### config.mk
export PLATFORM = sky130hd
export DESIGN_NAME = ccd_frontend_mode_control
export DESIGN_NICKNAME = d
export VERILOG_FILES = /design/src/common/ccd_pkg.sv /design/src/hdl/black_clamp.sv /design/src/hdl/ccd_frontend_mode_control.sv /design/src/hdl/h_counter.sv
export SDC_FILE = /design/constraint.sdc
export NUM_CORES = 1
export LEC_CHECK = 0
export CORE_ASPECT_RATIO = 2
export CORE_MARGIN = 2
export CORE_UTILIZATION = 40
export DETAILED_ROUTE_END_ITERATION = 8
export DONT_BUFFER_PORTS = 1
export HOLD_SLACK_MARGIN = 0.08
export SLEW_MARGIN = 20
export SYNTH_ARGS = -nofsm -noshare
export SYNTH_HDL_FRONTEND = slang
export SYNTH_HIERARCHICAL = 1
export SYNTH_SLANG_ARGS = --single-unit
### constraint.sdc
create_clock -name clk_i -period 7.3 [get_ports clk_i]
set_clock_uncertainty 0.05 [all_clocks]
set_input_delay 1.46 -clock clk_i [delete_from_list [all_inputs] [get_ports clk_i]]
set_output_delay 1.46 -clock clk_i [all_outputs]
set_load 0.01 [all_outputs]
### src/common/ccd_pkg.sv
package ccd_pkg;

   // Register indices; byte address is four times the index
   localparam logic [7:0] IDX_POWER   = 8'h00;
   localparam logic [7:0] IDX_OUTFMT  = 8'h01;
   localparam logic [7:0] IDX_SOFTRST = 8'h10;
   localparam logic [7:0] IDX_DRIVE   = 8'h11;
   localparam logic [7:0] IDX_CORE    = 8'h14;
   localparam logic [7:0] IDX_GAIN    = 8'h20;
   localparam logic [7:0] IDX_TARGET  = 8'h21;
   localparam logic [7:0] IDX_CLAMPDV = 8'h22;
   localparam logic [7:0] IDX_EDGES   = 8'h23;
   localparam logic [7:0] IDX_LATCH   = 8'h24;
   localparam logic [7:0] IDX_STATUS  = 8'h25;
   localparam logic [7:0] IDX_HCOUNT  = 8'h26;

   // Field positions
   localparam int POWER_LSB    = 0;
   localparam int REFBUF_BIT   = 2;
   localparam int LOOP_BIT     = 3;
   localparam int GRAY_BIT     = 2;
   localparam int SOFTRST_BIT  = 0;
   localparam int DRIVE_BIT    = 0;
   localparam int CORE_BIT     = 0;
   localparam int REF_EDGE_LSB = 0;
   localparam int DAT_EDGE_LSB = 8;
   localparam int SHA_BIT      = 16;

   // Widths
   localparam int GAIN_W  = 10;
   localparam int TGT_W   = 8;
   localparam int EDGE_W  = 6;
   localparam int ADC_W   = 14;
   localparam int HCNT_W  = 13;
   localparam int DIV_W   = 4;
   localparam int PHASE_W = 5;
   localparam int CORR_W  = 16;
   localparam int GDB_W   = 19;

   // Reset values
   localparam logic [1:0]         POWER_RST   = 2'h0;
   localparam logic               REFBUF_RST  = 1'b1;
   localparam logic               LOOP_RST    = 1'b1;
   localparam logic [GAIN_W-1:0]  GAIN_RST    = 10'h000;
   localparam logic [TGT_W-1:0]   TARGET_RST  = 8'h00;
   localparam logic [DIV_W-1:0]   CLAMPDV_RST = 4'h0;
   localparam logic [EDGE_W-1:0]  REF_EDGE_RST = 6'h00;
   localparam logic [EDGE_W-1:0]  DAT_EDGE_RST = 6'h20;
   localparam logic [PHASE_W-1:0] LATCH_RST   = 5'h0f;

   // Power state encodings
   localparam logic [1:0] PWR_FULL    = 2'h0;
   localparam logic [1:0] PWR_REF_SBY = 2'h1;

   // Sample edge offset required in differential sample mode
   localparam logic [EDGE_W-1:0] SHA_EDGE_OFS = 6'h20;

   // Gain in units of 0.1 milli-dB: 358 per code step plus 57500
   localparam logic [GDB_W-1:0] GAIN_STEP = 19'h00166;
   localparam logic [GDB_W-1:0] GAIN_BASE = 19'h0e09c;

   // Horizontal counter reset delay after the line sync fall
   localparam int HRESET_CYC = 12;
   // Cycles already spent in the two-flop synchroniser and edge detect
   localparam int SYNC_LAT   = 3;

endpackage

### src/hdl/black_clamp.sv
module black_clamp (
   // Clock and reset
   input  wire logic                              clk_i,
   input  wire logic                              rst_i,
   // Control
   input  wire logic                              run_i,
   input  wire logic                              loop_on_i,
   input  wire logic      [ccd_pkg::TGT_W-1:0]    target_i,
   input  wire logic      [ccd_pkg::DIV_W-1:0]    div_i,
   // Line timing and data
   input  wire logic                              window_i,
   input  wire logic                              line_start_i,
   input  wire logic      [ccd_pkg::ADC_W-1:0]    adc_i,
   // Correction to the DAC
   output logic signed    [ccd_pkg::CORR_W-1:0]   corr_o
);

   typedef struct packed {
      logic signed [ccd_pkg::CORR_W-1:0] avg;
      logic signed [ccd_pkg::CORR_W-1:0] corr;
      logic [ccd_pkg::DIV_W-1:0]         lines;
      logic                              win_prev;
   } cl_t;

   cl_t s_q;
   cl_t s_d;
   logic signed [ccd_pkg::CORR_W-1:0] err;

   // Error of each shielded pixel against the target
   assign err = $signed({2'b00, 6'h00, target_i}) - $signed({2'b00, adc_i}); // [RL3]

   // Average over the window, then one loop step per selected line
   always_comb begin
      s_d          = s_q;
      s_d.win_prev = window_i;
      if (window_i) begin
         s_d.avg = s_q.avg + ((err - s_q.avg) >>> 3); // [RL3]
      end
      if (line_start_i) begin
         s_d.lines = (s_q.lines == div_i) ? '0 : s_q.lines + 1'b1; // [RL5]
      end
      // Loop step at window end, on every (div+1)-th line
      if (s_q.win_prev && !window_i && s_q.lines == '0) begin
         s_d.corr = s_q.corr + (s_q.avg >>> 2); // [RL5]
      end
      // Open loop: target is a plain offset
      if (!loop_on_i) begin
         s_d.corr = $signed({8'h00, target_i}); // [RL4]
         s_d.avg  = '0;
      end
      if (!run_i) begin
         s_d.lines = '0;
      end
   end

   always_ff @(posedge clk_i) begin
      if (rst_i) begin
         s_q <= '0;
      end else begin
         s_q <= s_d;
      end
   end

   assign corr_o = s_q.corr;

endmodule

### src/hdl/ccd_frontend_mode_control.sv
// Contract
// RL1 - Host sets data sample edge to reference edge plus 32 in differential mode.
// RL2 - Ten-bit gain code maps to 0.0358 dB per step plus 5.75 dB.
// RL3 - In shielded window, compare converter output to 0..255 target, feed back.
// RL4 - Black loop enable cleared: loop stops, target acts as fixed offset.
// RL5 - Clamp loop updates once per line, or less often when configured.
// RL6 - Host aligns black window with shielded pixels, ideally twenty pixels or longer.
// RL7 - Output words are straight binary, Gray coded when the Gray bit is set.
// RL8 - Host should set output latch phase between 15 and 31.
// RL9 - Soft register clear restores all defaults and clears itself.
// RL10 - Host start order: clock, clear, timing, power bits, core, drive.
// RL11 - Output drive enable applies at next frame or line sync fall.
// RL12 - Host keeps line sync fall at or after frame sync fall.
// RL13 - Line sync fall caught on master clock, then recaptured at reference phase.
// RL14 - Horizontal counter resets twelve clocks after the line sync fall.
// RL15 - Power field: 00 full, 01 reference standby, 1x total shutdown.
// RL16 - Drive enable beats reference standby; total shutdown beats drive enable.
// RL17 - Host restarts timing core at least 100 us after leaving shutdown.
// RL18 - Reference buffer off bit defaults set; clear it for normal operation.
// RL19 - Host restarts timing core with 0 then 1 after clock change.
// RL20 - After power-up, total shutdown drives data outputs low.
// RL21 - Host writes start-up registers with syncs idle.
// RL22 - Frame-synchronised settings take effect at next frame sync fall.
// RL23 - Restart bit low holds timing core in reset; rising starts it.
module ccd_frontend_mode_control (
   // Clock and reset
   input  wire logic                             clk_i,
   input  wire logic                             rst_i,
   // Wishbone classic slave
   input  wire logic                             wb_cyc_i,
   input  wire logic                             wb_stb_i,
   input  wire logic                             wb_we_i,
   input  wire logic      [9:0]                  wb_adr_i,
   input  wire logic      [3:0]                  wb_sel_i,
   input  wire logic      [31:0]                 wb_dat_i,
   output logic           [31:0]                 wb_dat_o,
   output logic                                  wb_ack_o,
   // Sync and window pins
   input  wire logic                             line_sync_i,
   input  wire logic                             frame_sync_i,
   input  wire logic                             black_pixel_window_pulse_i,
   // Converter data
   input  wire logic      [ccd_pkg::ADC_W-1:0]   adc_data_i,
   // Analog control
   output logic           [ccd_pkg::GAIN_W-1:0]  gain_code_o,
   output logic           [ccd_pkg::GDB_W-1:0]   gain_db_o,
   output logic signed    [ccd_pkg::CORR_W-1:0]  clamp_corr_o,
   output logic           [ccd_pkg::EDGE_W-1:0]  ref_sample_edge_pos_o,
   output logic           [ccd_pkg::EDGE_W-1:0]  data_sample_edge_pos_o,
   output logic           [ccd_pkg::PHASE_W-1:0] output_latch_phase_o,
   // Power and timing state
   output logic                                  ref_standby_o,
   output logic                                  shutdown_o,
   output logic                                  reference_buffer_off_o,
   output logic                                  timing_core_run_o,
   output logic                                  clock_outputs_on_o,
   // Output data
   output logic           [ccd_pkg::ADC_W-1:0]   data_o
);

   typedef struct packed {
      logic                          ack;
      logic [31:0]                   rdat;
      logic [1:0]                    pwr;
      logic                          refbuf_off;
      logic                          loop_on;
      logic                          gray_pend;
      logic                          gray_act;
      logic                          drive_pend;
      logic                          drive_act;
      logic                          core_run;
      logic [ccd_pkg::GAIN_W-1:0]    gain_pend;
      logic [ccd_pkg::GAIN_W-1:0]    gain_act;
      logic [ccd_pkg::TGT_W-1:0]     tgt_pend;
      logic [ccd_pkg::TGT_W-1:0]     tgt_act;
      logic [ccd_pkg::DIV_W-1:0]     clamp_div;
      logic [ccd_pkg::EDGE_W-1:0]    ref_edge;
      logic [ccd_pkg::EDGE_W-1:0]    data_edge;
      logic                          sha_mode;
      logic [ccd_pkg::PHASE_W-1:0]   latch_phase;
      logic [ccd_pkg::GDB_W-1:0]     gain_db;
      logic [ccd_pkg::ADC_W-1:0]     dout;
      logic [2:0]                    fs;
      logic [2:0]                    ls;
      logic [1:0]                    win;
      logic                          sby;
   } ctl_t;

   ctl_t s_q;
   ctl_t s_d;

   logic [ccd_pkg::HCNT_W-1:0] h_count;
   logic                       line_start;
   logic signed [ccd_pkg::CORR_W-1:0] corr;
   logic                       fs_fall;
   logic                       ls_fall;
   logic                       shut;
   logic                       sha_err;
   logic [31:0]                wmask;
   logic [31:0]                wval;
   logic [7:0]                 idx;
   logic                       wr;
   logic                       rd;

   // Sync edges; stage 0 is only read by stage 1
   assign fs_fall = s_q.fs[2] & ~s_q.fs[1];
   assign ls_fall = s_q.ls[2] & ~s_q.ls[1]; // [RL13]
   assign shut    = s_q.pwr[1];
   assign sha_err = s_q.sha_mode
                    && (s_q.data_edge != s_q.ref_edge + ccd_pkg::SHA_EDGE_OFS); // [RL1]

   // Bus decode; byte lanes build the write mask
   assign idx = wb_adr_i[9:2];
   assign wr  = wb_cyc_i & wb_stb_i & wb_we_i & ~s_q.ack;
   assign rd  = wb_cyc_i & wb_stb_i & ~wb_we_i & ~s_q.ack;
   genvar b;
   generate
      for (b = 0; b < 4; b++) begin : g_lane
         assign wmask[8*b +: 8] = {8{wb_sel_i[b]}};
      end
   endgenerate

   h_counter u_hcnt (
      .clk_i        (clk_i),
      .rst_i        (rst_i),
      .run_i        (s_q.core_run),
      .line_fall_i  (ls_fall),
      .h_count_o    (h_count),
      .line_start_o (line_start)
   );

   black_clamp u_clamp (
      .clk_i        (clk_i),
      .rst_i        (rst_i),
      .run_i        (s_q.core_run),
      .loop_on_i    (s_q.loop_on),
      .target_i     (s_q.tgt_act),
      .div_i        (s_q.clamp_div),
      .window_i     (s_q.win[1]),
      .line_start_i (line_start),
      .adc_i        (adc_data_i),
      .corr_o       (corr)
   );

   // Register file, sync capture and output path
   always_comb begin
      s_d      = s_q;
      wval     = 32'h0000_0000;
      s_d.ack  = wr | rd;
      s_d.rdat = 32'h0000_0000;
      s_d.fs   = {s_q.fs[1:0], frame_sync_i};
      s_d.ls   = {s_q.ls[1:0], line_sync_i};
      s_d.win  = {s_q.win[0], black_pixel_window_pulse_i};

      // Reads; unmapped indices answer with zero
      if (rd) begin
         if (idx == ccd_pkg::IDX_POWER) begin
            s_d.rdat[ccd_pkg::POWER_LSB +: 2] = s_q.pwr;
            s_d.rdat[ccd_pkg::REFBUF_BIT]     = s_q.refbuf_off;
            s_d.rdat[ccd_pkg::LOOP_BIT]       = s_q.loop_on;
         end else if (idx == ccd_pkg::IDX_OUTFMT) begin
            s_d.rdat[ccd_pkg::GRAY_BIT] = s_q.gray_pend;
         end else if (idx == ccd_pkg::IDX_DRIVE) begin
            s_d.rdat[ccd_pkg::DRIVE_BIT] = s_q.drive_pend;
         end else if (idx == ccd_pkg::IDX_CORE) begin
            s_d.rdat[ccd_pkg::CORE_BIT] = s_q.core_run;
         end else if (idx == ccd_pkg::IDX_GAIN) begin
            s_d.rdat[ccd_pkg::GAIN_W-1:0] = s_q.gain_pend;
         end else if (idx == ccd_pkg::IDX_TARGET) begin
            s_d.rdat[ccd_pkg::TGT_W-1:0] = s_q.tgt_pend;
         end else if (idx == ccd_pkg::IDX_CLAMPDV) begin
            s_d.rdat[ccd_pkg::DIV_W-1:0] = s_q.clamp_div;
         end else if (idx == ccd_pkg::IDX_EDGES) begin
            s_d.rdat[ccd_pkg::REF_EDGE_LSB +: ccd_pkg::EDGE_W] = s_q.ref_edge;
            s_d.rdat[ccd_pkg::DAT_EDGE_LSB +: ccd_pkg::EDGE_W] = s_q.data_edge;
            s_d.rdat[ccd_pkg::SHA_BIT]                         = s_q.sha_mode;
         end else if (idx == ccd_pkg::IDX_LATCH) begin
            s_d.rdat[ccd_pkg::PHASE_W-1:0] = s_q.latch_phase;
         end else if (idx == ccd_pkg::IDX_STATUS) begin
            s_d.rdat[3:0] = {sha_err, s_q.gray_act, s_q.drive_act, s_q.core_run};
            s_d.rdat[31:16] = corr;
         end else if (idx == ccd_pkg::IDX_HCOUNT) begin
            s_d.rdat[ccd_pkg::HCNT_W-1:0] = h_count;
         end
      end

      // Frame-synchronised settings move over at the frame sync fall
      if (fs_fall) begin
         s_d.gain_act = s_q.gain_pend; // [RL22]
         s_d.tgt_act  = s_q.tgt_pend;  // [RL22]
         s_d.gray_act = s_q.gray_pend; // [RL22]
      end
      // Drive enable waits for either sync fall to avoid a split line
      if (fs_fall || ls_fall) begin
         s_d.drive_act = s_q.drive_pend; // [RL11]
      end

      // Writes; bytes outside sel keep their old value
      if (wr) begin
         wval = wb_dat_i & wmask;
         if (idx == ccd_pkg::IDX_POWER) begin
            if (wb_sel_i[0]) begin
               s_d.pwr        = wval[ccd_pkg::POWER_LSB +: 2]; // [RL15]
               s_d.refbuf_off = wval[ccd_pkg::REFBUF_BIT];     // [RL18]
               s_d.loop_on    = wval[ccd_pkg::LOOP_BIT];       // [RL4]
            end
         end else if (idx == ccd_pkg::IDX_OUTFMT) begin
            if (wb_sel_i[0]) begin
               s_d.gray_pend = wval[ccd_pkg::GRAY_BIT]; // [RL7]
            end
         end else if (idx == ccd_pkg::IDX_DRIVE) begin
            if (wb_sel_i[0]) begin
               s_d.drive_pend = wval[ccd_pkg::DRIVE_BIT];
            end
         end else if (idx == ccd_pkg::IDX_CORE) begin
            if (wb_sel_i[0]) begin
               s_d.core_run = wval[ccd_pkg::CORE_BIT]; // [RL23]
            end
         end else if (idx == ccd_pkg::IDX_GAIN) begin
            s_d.gain_pend = (s_q.gain_pend & ~wmask[ccd_pkg::GAIN_W-1:0])
                            | wval[ccd_pkg::GAIN_W-1:0];
         end else if (idx == ccd_pkg::IDX_TARGET) begin
            if (wb_sel_i[0]) begin
               s_d.tgt_pend = wval[ccd_pkg::TGT_W-1:0];
            end
         end else if (idx == ccd_pkg::IDX_CLAMPDV) begin
            if (wb_sel_i[0]) begin
               s_d.clamp_div = wval[ccd_pkg::DIV_W-1:0];
            end
         end else if (idx == ccd_pkg::IDX_EDGES) begin
            if (wb_sel_i[0]) begin
               s_d.ref_edge = wval[ccd_pkg::REF_EDGE_LSB +: ccd_pkg::EDGE_W];
            end
            if (wb_sel_i[1]) begin
               s_d.data_edge = wval[ccd_pkg::DAT_EDGE_LSB +: ccd_pkg::EDGE_W];
            end
            if (wb_sel_i[2]) begin
               s_d.sha_mode = wval[ccd_pkg::SHA_BIT];
            end
         end else if (idx == ccd_pkg::IDX_LATCH) begin
            if (wb_sel_i[0]) begin
               s_d.latch_phase = wval[ccd_pkg::PHASE_W-1:0];
            end
         end else if (idx == ccd_pkg::IDX_SOFTRST) begin
            // Self-clearing: nothing stores the bit, so it reads zero
            if (wval[ccd_pkg::SOFTRST_BIT]) begin
               s_d.pwr         = ccd_pkg::POWER_RST; // [RL9]
               s_d.refbuf_off  = ccd_pkg::REFBUF_RST;
               s_d.loop_on     = ccd_pkg::LOOP_RST;
               s_d.gray_pend   = 1'b0;
               s_d.gray_act    = 1'b0;
               s_d.drive_pend  = 1'b0;
               s_d.drive_act   = 1'b0;
               s_d.core_run    = 1'b0;
               s_d.gain_pend   = ccd_pkg::GAIN_RST;
               s_d.gain_act    = ccd_pkg::GAIN_RST;
               s_d.tgt_pend    = ccd_pkg::TARGET_RST;
               s_d.tgt_act     = ccd_pkg::TARGET_RST;
               s_d.clamp_div   = ccd_pkg::CLAMPDV_RST;
               s_d.ref_edge    = ccd_pkg::REF_EDGE_RST;
               s_d.data_edge   = ccd_pkg::DAT_EDGE_RST;
               s_d.sha_mode    = 1'b0;
               s_d.latch_phase = ccd_pkg::LATCH_RST;
            end
         end
      end

      // Gain in 0.1 milli-dB, linear in code
      s_d.gain_db = gdb(s_q.gain_act); // [RL2]
      s_d.sby     = (s_d.pwr == ccd_pkg::PWR_REF_SBY); // [RL15]

      // Output priority: shutdown, then drive enable, then standby
      if (shut) begin
         s_d.dout = '0; // [RL20] [RL16]
      end else if (!s_q.drive_act && s_q.pwr == ccd_pkg::PWR_REF_SBY) begin
         s_d.dout = '0; // [RL16]
      end else if (s_q.gray_act) begin
         s_d.dout = adc_data_i ^ (adc_data_i >> 1); // [RL7]
      end else begin
         s_d.dout = adc_data_i;
      end
   end

   function automatic logic [ccd_pkg::GDB_W-1:0] gdb(input logic [ccd_pkg::GAIN_W-1:0] c);
      logic [2*ccd_pkg::GDB_W-1:0] p;
      p   = ccd_pkg::GAIN_STEP * {9'h000, c};
      gdb = p[ccd_pkg::GDB_W-1:0] + ccd_pkg::GAIN_BASE;
   endfunction

   // Register stage; reset values match the soft clear
   always_ff @(posedge clk_i) begin
      if (rst_i) begin
         s_q             <= '0;
         s_q.refbuf_off  <= ccd_pkg::REFBUF_RST; // [RL18]
         s_q.loop_on     <= ccd_pkg::LOOP_RST;
         s_q.pwr         <= ccd_pkg::POWER_RST;
         s_q.data_edge   <= ccd_pkg::DAT_EDGE_RST;
         s_q.latch_phase <= ccd_pkg::LATCH_RST;
         s_q.gain_db     <= ccd_pkg::GAIN_BASE;
      end else begin
         s_q <= s_d;
      end
   end

   // Top outputs straight from flops
   assign wb_ack_o               = s_q.ack;
   assign wb_dat_o               = s_q.rdat;
   assign gain_code_o            = s_q.gain_act;
   assign gain_db_o              = s_q.gain_db;
   assign clamp_corr_o           = corr;
   assign ref_sample_edge_pos_o  = s_q.ref_edge;
   assign data_sample_edge_pos_o = s_q.data_edge;
   assign output_latch_phase_o   = s_q.latch_phase;
   assign ref_standby_o          = s_q.sby;
   assign shutdown_o             = s_q.pwr[1]; // [RL15]
   assign reference_buffer_off_o = s_q.refbuf_off;
   assign timing_core_run_o      = s_q.core_run;
   assign clock_outputs_on_o     = s_q.drive_act; // [RL11]
   assign data_o                 = s_q.dout;

endmodule

### src/hdl/h_counter.sv
module h_counter (
   // Clock and reset
   input  wire logic                      clk_i,
   input  wire logic                      rst_i,
   // Control
   input  wire logic                      run_i,
   input  wire logic                      line_fall_i,
   // Status
   output logic      [ccd_pkg::HCNT_W-1:0] h_count_o,
   output logic                           line_start_o
);

   typedef enum logic [0:0] {
      HC_FREE = 1'b0,
      HC_WAIT = 1'b1
   } hc_state_t;

   typedef struct packed {
      hc_state_t                 st;
      logic [3:0]                dly;
      logic [ccd_pkg::HCNT_W-1:0] cnt;
      logic                      start;
   } hc_t;

   localparam logic [3:0] WAIT_CYC = 4'(ccd_pkg::HRESET_CYC - ccd_pkg::SYNC_LAT);

   hc_t s_q;
   hc_t s_d;

   // Delay line from the edge to the counter reset
   always_comb begin
      s_d       = s_q;
      s_d.start = 1'b0;
      s_d.cnt   = s_q.cnt + 1'b1;
      case (s_q.st)
         HC_FREE: begin
            if (line_fall_i) begin
               s_d.st  = HC_WAIT;
               s_d.dly = WAIT_CYC - 4'h1;
            end
         end
         HC_WAIT: begin
            if (s_q.dly == 4'h0) begin
               s_d.st    = HC_FREE;
               s_d.cnt   = '0; // [RL14]
               s_d.start = 1'b1;
            end else begin
               s_d.dly = s_q.dly - 4'h1;
            end
         end
         default: s_d.st = HC_FREE;
      endcase
      // Stopped core holds the counter in its initial state
      if (!run_i) begin
         s_d = '0; // [RL23]
      end
   end

   always_ff @(posedge clk_i) begin
      if (rst_i) begin
         s_q <= '0;
      end else begin
         s_q <= s_d;
      end
   end

   assign h_count_o    = s_q.cnt;
   assign line_start_o = s_q.start;

endmodule
## After elaboration in Yosys (flattened, before gate mapping)

Cells that the tools add are included.

- Add/sub/neg operators: 9
- Multipliers: 1
- Divide/modulo/power cells: 0
- $lt $le $gt $ge: 0
- Eq/ne operators: 82
- Shifts and indexed selects: 0
- Mux-type cells: 109
- Bitwise gates (word level): 30
- Reduce and logical (&&, ||, !) cells: 31

Operators with widths:

| kind | count |
|---|---|
| 2-to-1 mux 67 bit | 13 |
| 2-to-1 mux 29 bit | 7 |
| 2-to-1 mux 62 bit | 2 |
| AND reduction 12 bit | 10 |
| 2-to-1 mux 6 bit | 16 |
| 2-to-1 mux 10 bit | 9 |
| 2-to-1 mux 8 bit | 8 |
| 2-to-1 mux 63 bit | 1 |
| 2-to-1 mux 60 bit | 1 |
| 2-to-1 mux 58 bit | 1 |
| == test 8 x 6 -> 1 bit, second input constant | 7 |
| != test 2 bit, second input constant | 28 |
| 2-to-1 mux 13 bit | 4 |
| 2-to-1 mux 49 bit | 1 |
| 2-to-1 mux 48 bit | 1 |
| 2-to-1 mux 45 bit | 1 |
| 2-to-1 mux 4 bit | 11 |
| 2-to-1 mux 14 bit | 3 |
| 2-to-1 mux 16 bit | 2 |
| 2-to-1 mux 30 bit | 1 |
| 2-to-1 mux 5 bit | 6 |
| != test 7 bit, second input constant | 4 |
| == test 8 x 5 -> 1 bit, second input constant | 3 |
| != test 6 bit, second input constant | 4 |
| 54 further kinds | 118 |

- Register bits: 198
- Latch bits: 0
- Memory bits (writable): 0
- Memory bits (read-only): 0
- Input port bits: 68
- Output and inout bits: 114
- Word-level logic and storage cells: 301
- Memories kept: 0

## Longest topological paths before layout

- Word-level depth: 33
- Depth in mapped cells: 25
- Mapped depth without buffers: 25

## By module

The synthesis kept the hierarchy.

By module, submodules not included:

| module | instances | cells an instance | area an instance (µm²) | seq. area each (µm²) |
|---|---|---|---|---|
| ccd_frontend_mode_control | 1 | 973 | 8272.9 | 2782.7 |
| black_clamp | 1 | 490 | 3871.2 | 740.7 |
| h_counter | 1 | 109 | 958.4 | 380.4 |

## Least setup slack after synthesis

No wires, ideal clock.

- Path type: in2reg
- From: input adc_data_i[1] (netlist bit)
- To: register u_clamp/s_q[36] (netlist bit)
- Setup time: 0.118 ns
- Arrival: 5.381 ns
- Data required time: 7.132 ns
- Slack: 1.751 ns
- Cell stages on the path: 25
- Path buffers: 0
- Cell sequence: inv_1 ha_1 nor2b_1 o21ai_0 a21boi_0 o21a_1 o22a_1 a31o_2 nor2b_1 xnor2_1 ha_1 nand2_1 o21ai_0 a21oi_1 o21ai_0 a21oi_1 xnor2_1 ha_1 a21oi_1 nor3b_1 o21ai_0 a21oi_1 a21oi_1 xnor3_1 o21ai_1

- Cells in the longest elaborated chain, start to end: 3

RTL lines:

| item | line | RTL |
|---|---|---|
| start: declaration | ccd_frontend_mode_control.sv:43 | `input wire logic [ccd_pkg::ADC_W-1:0] adc_data_i,` |
| subtractor 8 x 14 -> 15 bit | black_clamp.sv:30 | `assign err = $signed({2'b00, 6'h00, target_i}) - $signed({2'b00, adc_i});` |
| subtractor 15 x 16 -> 16 bit | black_clamp.sv:37 | `s_d.avg = s_q.avg + ((err - s_q.avg) >>> 3);` |
| adder 16 x 13 -> 16 bit | black_clamp.sv:37 |  |
| end signal: assignment | black_clamp.sv:58 | `s_q <= '0;` |
| end signal: assignment | black_clamp.sv:60 | `s_q <= s_d;` |
| end: declaration | black_clamp.sv:25 | `cl_t s_q;` |

Every way passes these cells.
A chain may end at the register's enable or synchronous reset.

## Final worst setup path

Ends and elaborated chain as after synthesis.

==> key figures <==
Worst setup path
  • Required time worst endpoint: 7600 ps
  • Worst setup EP type: flip-flop
  • Worst EP arrival: 5940 ps
  • Crit path kind: in -> reg
  • CP Max Fanout: 4
  • Crit path launch: adc_data_i[1]
  • R2R Setup Slk: 2160 ps
  • CP Launch Type: input port
  • Critical register-to-register path startpoint: gain_code_o[3]

Yosys
  • Seq/Total Area, Yosys: 29.79%
  • Top_reg_cell synth: dfxtp_1
  • Distinct cells, synth: 92
  • Yosys reg bits: 195
  • Number of synthesized flops with an enable pin: 0
  • Yosys warning count: 6
  • Fraction of registers with async set/reset: 0%
  • Synthesized area: 13100 um^2
  • Syn_area_per_cell: 8.335 um^2
  • Number of cells produced by synthesis: 1572

Detailed routing
  • Routed WL per cell: 19.23 um
  • Number of vias per cell: 5.492
  • Remaining DRCs: 0
  • ANT nets after route: 0
  • Total Routed Length: 35900 um
  • Drt first-iter violations: 593
  • Pre-antenna DRT Iters: 5
  • Vias: 10250

Finish
  • Synthesis-to-finish area growth: 0.5826%
  • Ant diodes: 0
  • Fillers: 3329
  • Share of layout cells above drive strength 1: 6.250%
  • Final instance area: 13180 um^2
  • Nets: 1625

CTS
  • Hold_buf cts: 0
  • CTS Buf Count: 17
  • H-tree depth: 4
  • CTS resizes: 0
  • CTS max path bufs: 2
  • Number of setup buffers added after CTS: 0
  • CTS clk-pin slew, worst paths: 80 ps
  • CTS tree: yes
  • Root buffer cell: clkbuf_16
  • Clk_lat worst skew: 450 ps
  • Total clock sinks: 195

Place
  • Port bufs: 0
  • Place WS: 1209 ps
  • Hpwl dp: 28530 um
  • Dpl cell area: 12570 um^2
  • Routability cong.: 1.007

Power and ir drop
  • PD cells: 178.2 nW/um^2
  • Static Leak: 5.113 nW
  • Peak VDD IR: 0.1820 mV

Timing
  • TNS Setup: 0 ps
  • Setup ws final: 1651 ps
  • Fin crit share: 77.38%
  • Worst slew pin tran: 999.9 ps
  • RSZ-0062 raised after global routing: false
  • Post-layout minimum cycle time: 5649 ps
  • Hold Slack: 393.1 ps
  • Relative slew margins: 33.34%
  • Slew Viols, Final: 0
  • Hold Violations, Final: 0
  • Endpoints failing setup: 0
  • Fmax: 177.0 MHz

Floorplan
  • Floorplan Core Area: 32230 um^2
  • Die Y: 260.0 um
  • I/O Pins: 182
  • Initial Utilization: 40.65%
  • Die W: 132.0 um
  • Placement row count: 93
  • Die Area: 34310 um^2

GRT
  • Pin count of the biggest net entering global routing: 77
  • GR Util All Layers: 21.17%
  • Antenna violations before repair: 0
  • First-pass GRT wire length: 55830 um
  • Vias in the first global route: 10280
  • GR Overflow Total: 0

Min path
  • Hold path start: s_d[4]
  • Hold Crit Class: reg -> reg

Run status
  • Outcome: finished clean

Job
  • Max-cap viol count: 0
## placed cells by master, fill, tap and decap left out, drive strengths merged, types with 14 or more instances in the layout
cell,count
o21ai,57
mux2i,20
nor2,142
nor3,28
nand2b,15
clkbuf,19
nand2,148
a211oi,14
and2,23
o21a,14
dfxtp,195
nand3,41
a21oi,115
nand4,18
or3,18
xnor2,60
xor2,31
inv,116
fa,22
nor2b,37
ha,108
a21o,15
## critical path, stage by stage
cell,delay (ps)
inv_1,30
ha_1,260
nor2b_1,120
o21ai_0,180
a21boi_0,150
o21a_1,210
o22a_1,200
a31o_2,270
nor2b_1,140
xnor2_1,120
ha_1,310
nand2_1,110
o21ai_0,130
o31ai_1,250
o21ai_0,170
nor2_1,270
xnor2_1,140
xnor2_1,350
ha_1,290
o21ai_0,70
a21oi_1,60
a21oi_1,250
a21oi_1,110
xnor3_1,210
o21ai_1,50
## final cells by class
class                   count  area [um^2]  share of cell area, %
flip-flops and latches    195         3905                  29.63
multi-input cells        1095         7659                  58.11
well taps                 427        534.3                  4.054
repair buffers              8        60.06                 0.4557
clock buffers              19        452.9                  3.437
inverters                 110        412.9                  3.133
clock inverters            13        155.1                  1.177
## cells in the mapped netlist (all sizes together), types with 7 or more instances
master	instances	share of area (%)
a21o	15	0.87
and2	23	1.1
or3	18	0.87
nand4	18	0.91
xor2	31	2.1
nand2	148	4.2
dfxtp	195	30
nor2	142	4.2
a222oi	7	0.53
nand3	41	1.7
a22oi	9	0.52
mux2i	20	1.5
fa	22	3.4
nor3	28	1.3
o21a	14	0.80
ha	108	10
xnor2	60	4.0
clkbuf	33	0.95
or4	8	0.46
a31oi	12	0.62
o21ai	57	2.2
and3	10	0.48
nand2b	15	0.74
a21oi	115	4.5
buf	141	7.7
a211oi	14	0.88
nor2b	37	1.8
inv	110	3.2
a32oi	11	0.74
## per-layer routing
metal  track usage (%)  routed length [um]  vias up
met4             13.22                2212        0
met2             42.81               20750      239
met1             18.10               11290     4894
met3             5.010                1645       94
met5                 0                   0        -
li1                  -                   -     5027
## flip-flops by register name, summed over array words and instances (netlist names), 5 cells and up
signal                  cells
data_o                     14
data_sample_edge_pos_o      6
gain_code_o                10
gain_db_o                  18
output_latch_phase_o        5
ref_sample_edge_pos_o       6
s_d                         5
s_q                        39
u_clamp/corr_o             16
u_clamp/s_q                21
u_hcnt/h_count_o           13
u_hcnt/s_q                  5
wb_dat_o                   30
## cell families (layout without fill, tap and decap cells)
logic type               count (synthesis)  count (layout)  share of synthesized area, %
flip-flops                             195             195                         29.79
adder cells (fa/ha/maj)                130             130                         13.67
multiplexers                            20              20                         1.528
other                                    1               3                       0.02862
AO/OA/AOI/OAI                          326             326                         16.59
buffers and inverters                  284             150                         11.83
AND/OR/NAND/NOR                        523             523                         20.13
XOR/XNOR                                93              93                         6.427
## where the power goes
part	switching (W)	internal, W
logic	0.000161	0.000125
clock network	0.000487	0.000479
registers	0.0000211	0.00108
total	0.000669	0.00168
## metrics by stage
stage               total power [W]  util, %  instances
floorplan                  0.001367        -       1574
global placement           0.001404    39.00       1835
detailed placement         0.001410    39.00       1835
CTS                        0.002380    40.88       1867
global route               0.002451    40.89       1867
finish                     0.002349    40.89       1867
## worst paths after layout
check / endpoint / cells past startpoint
max: u_clamp/s_q[36] / 25
min: s_d[5] / 1
max reg2reg: gain_db_o[18] / 17
min reg2reg: s_d[5] / 1
Power figures use the tool's default switching activity.
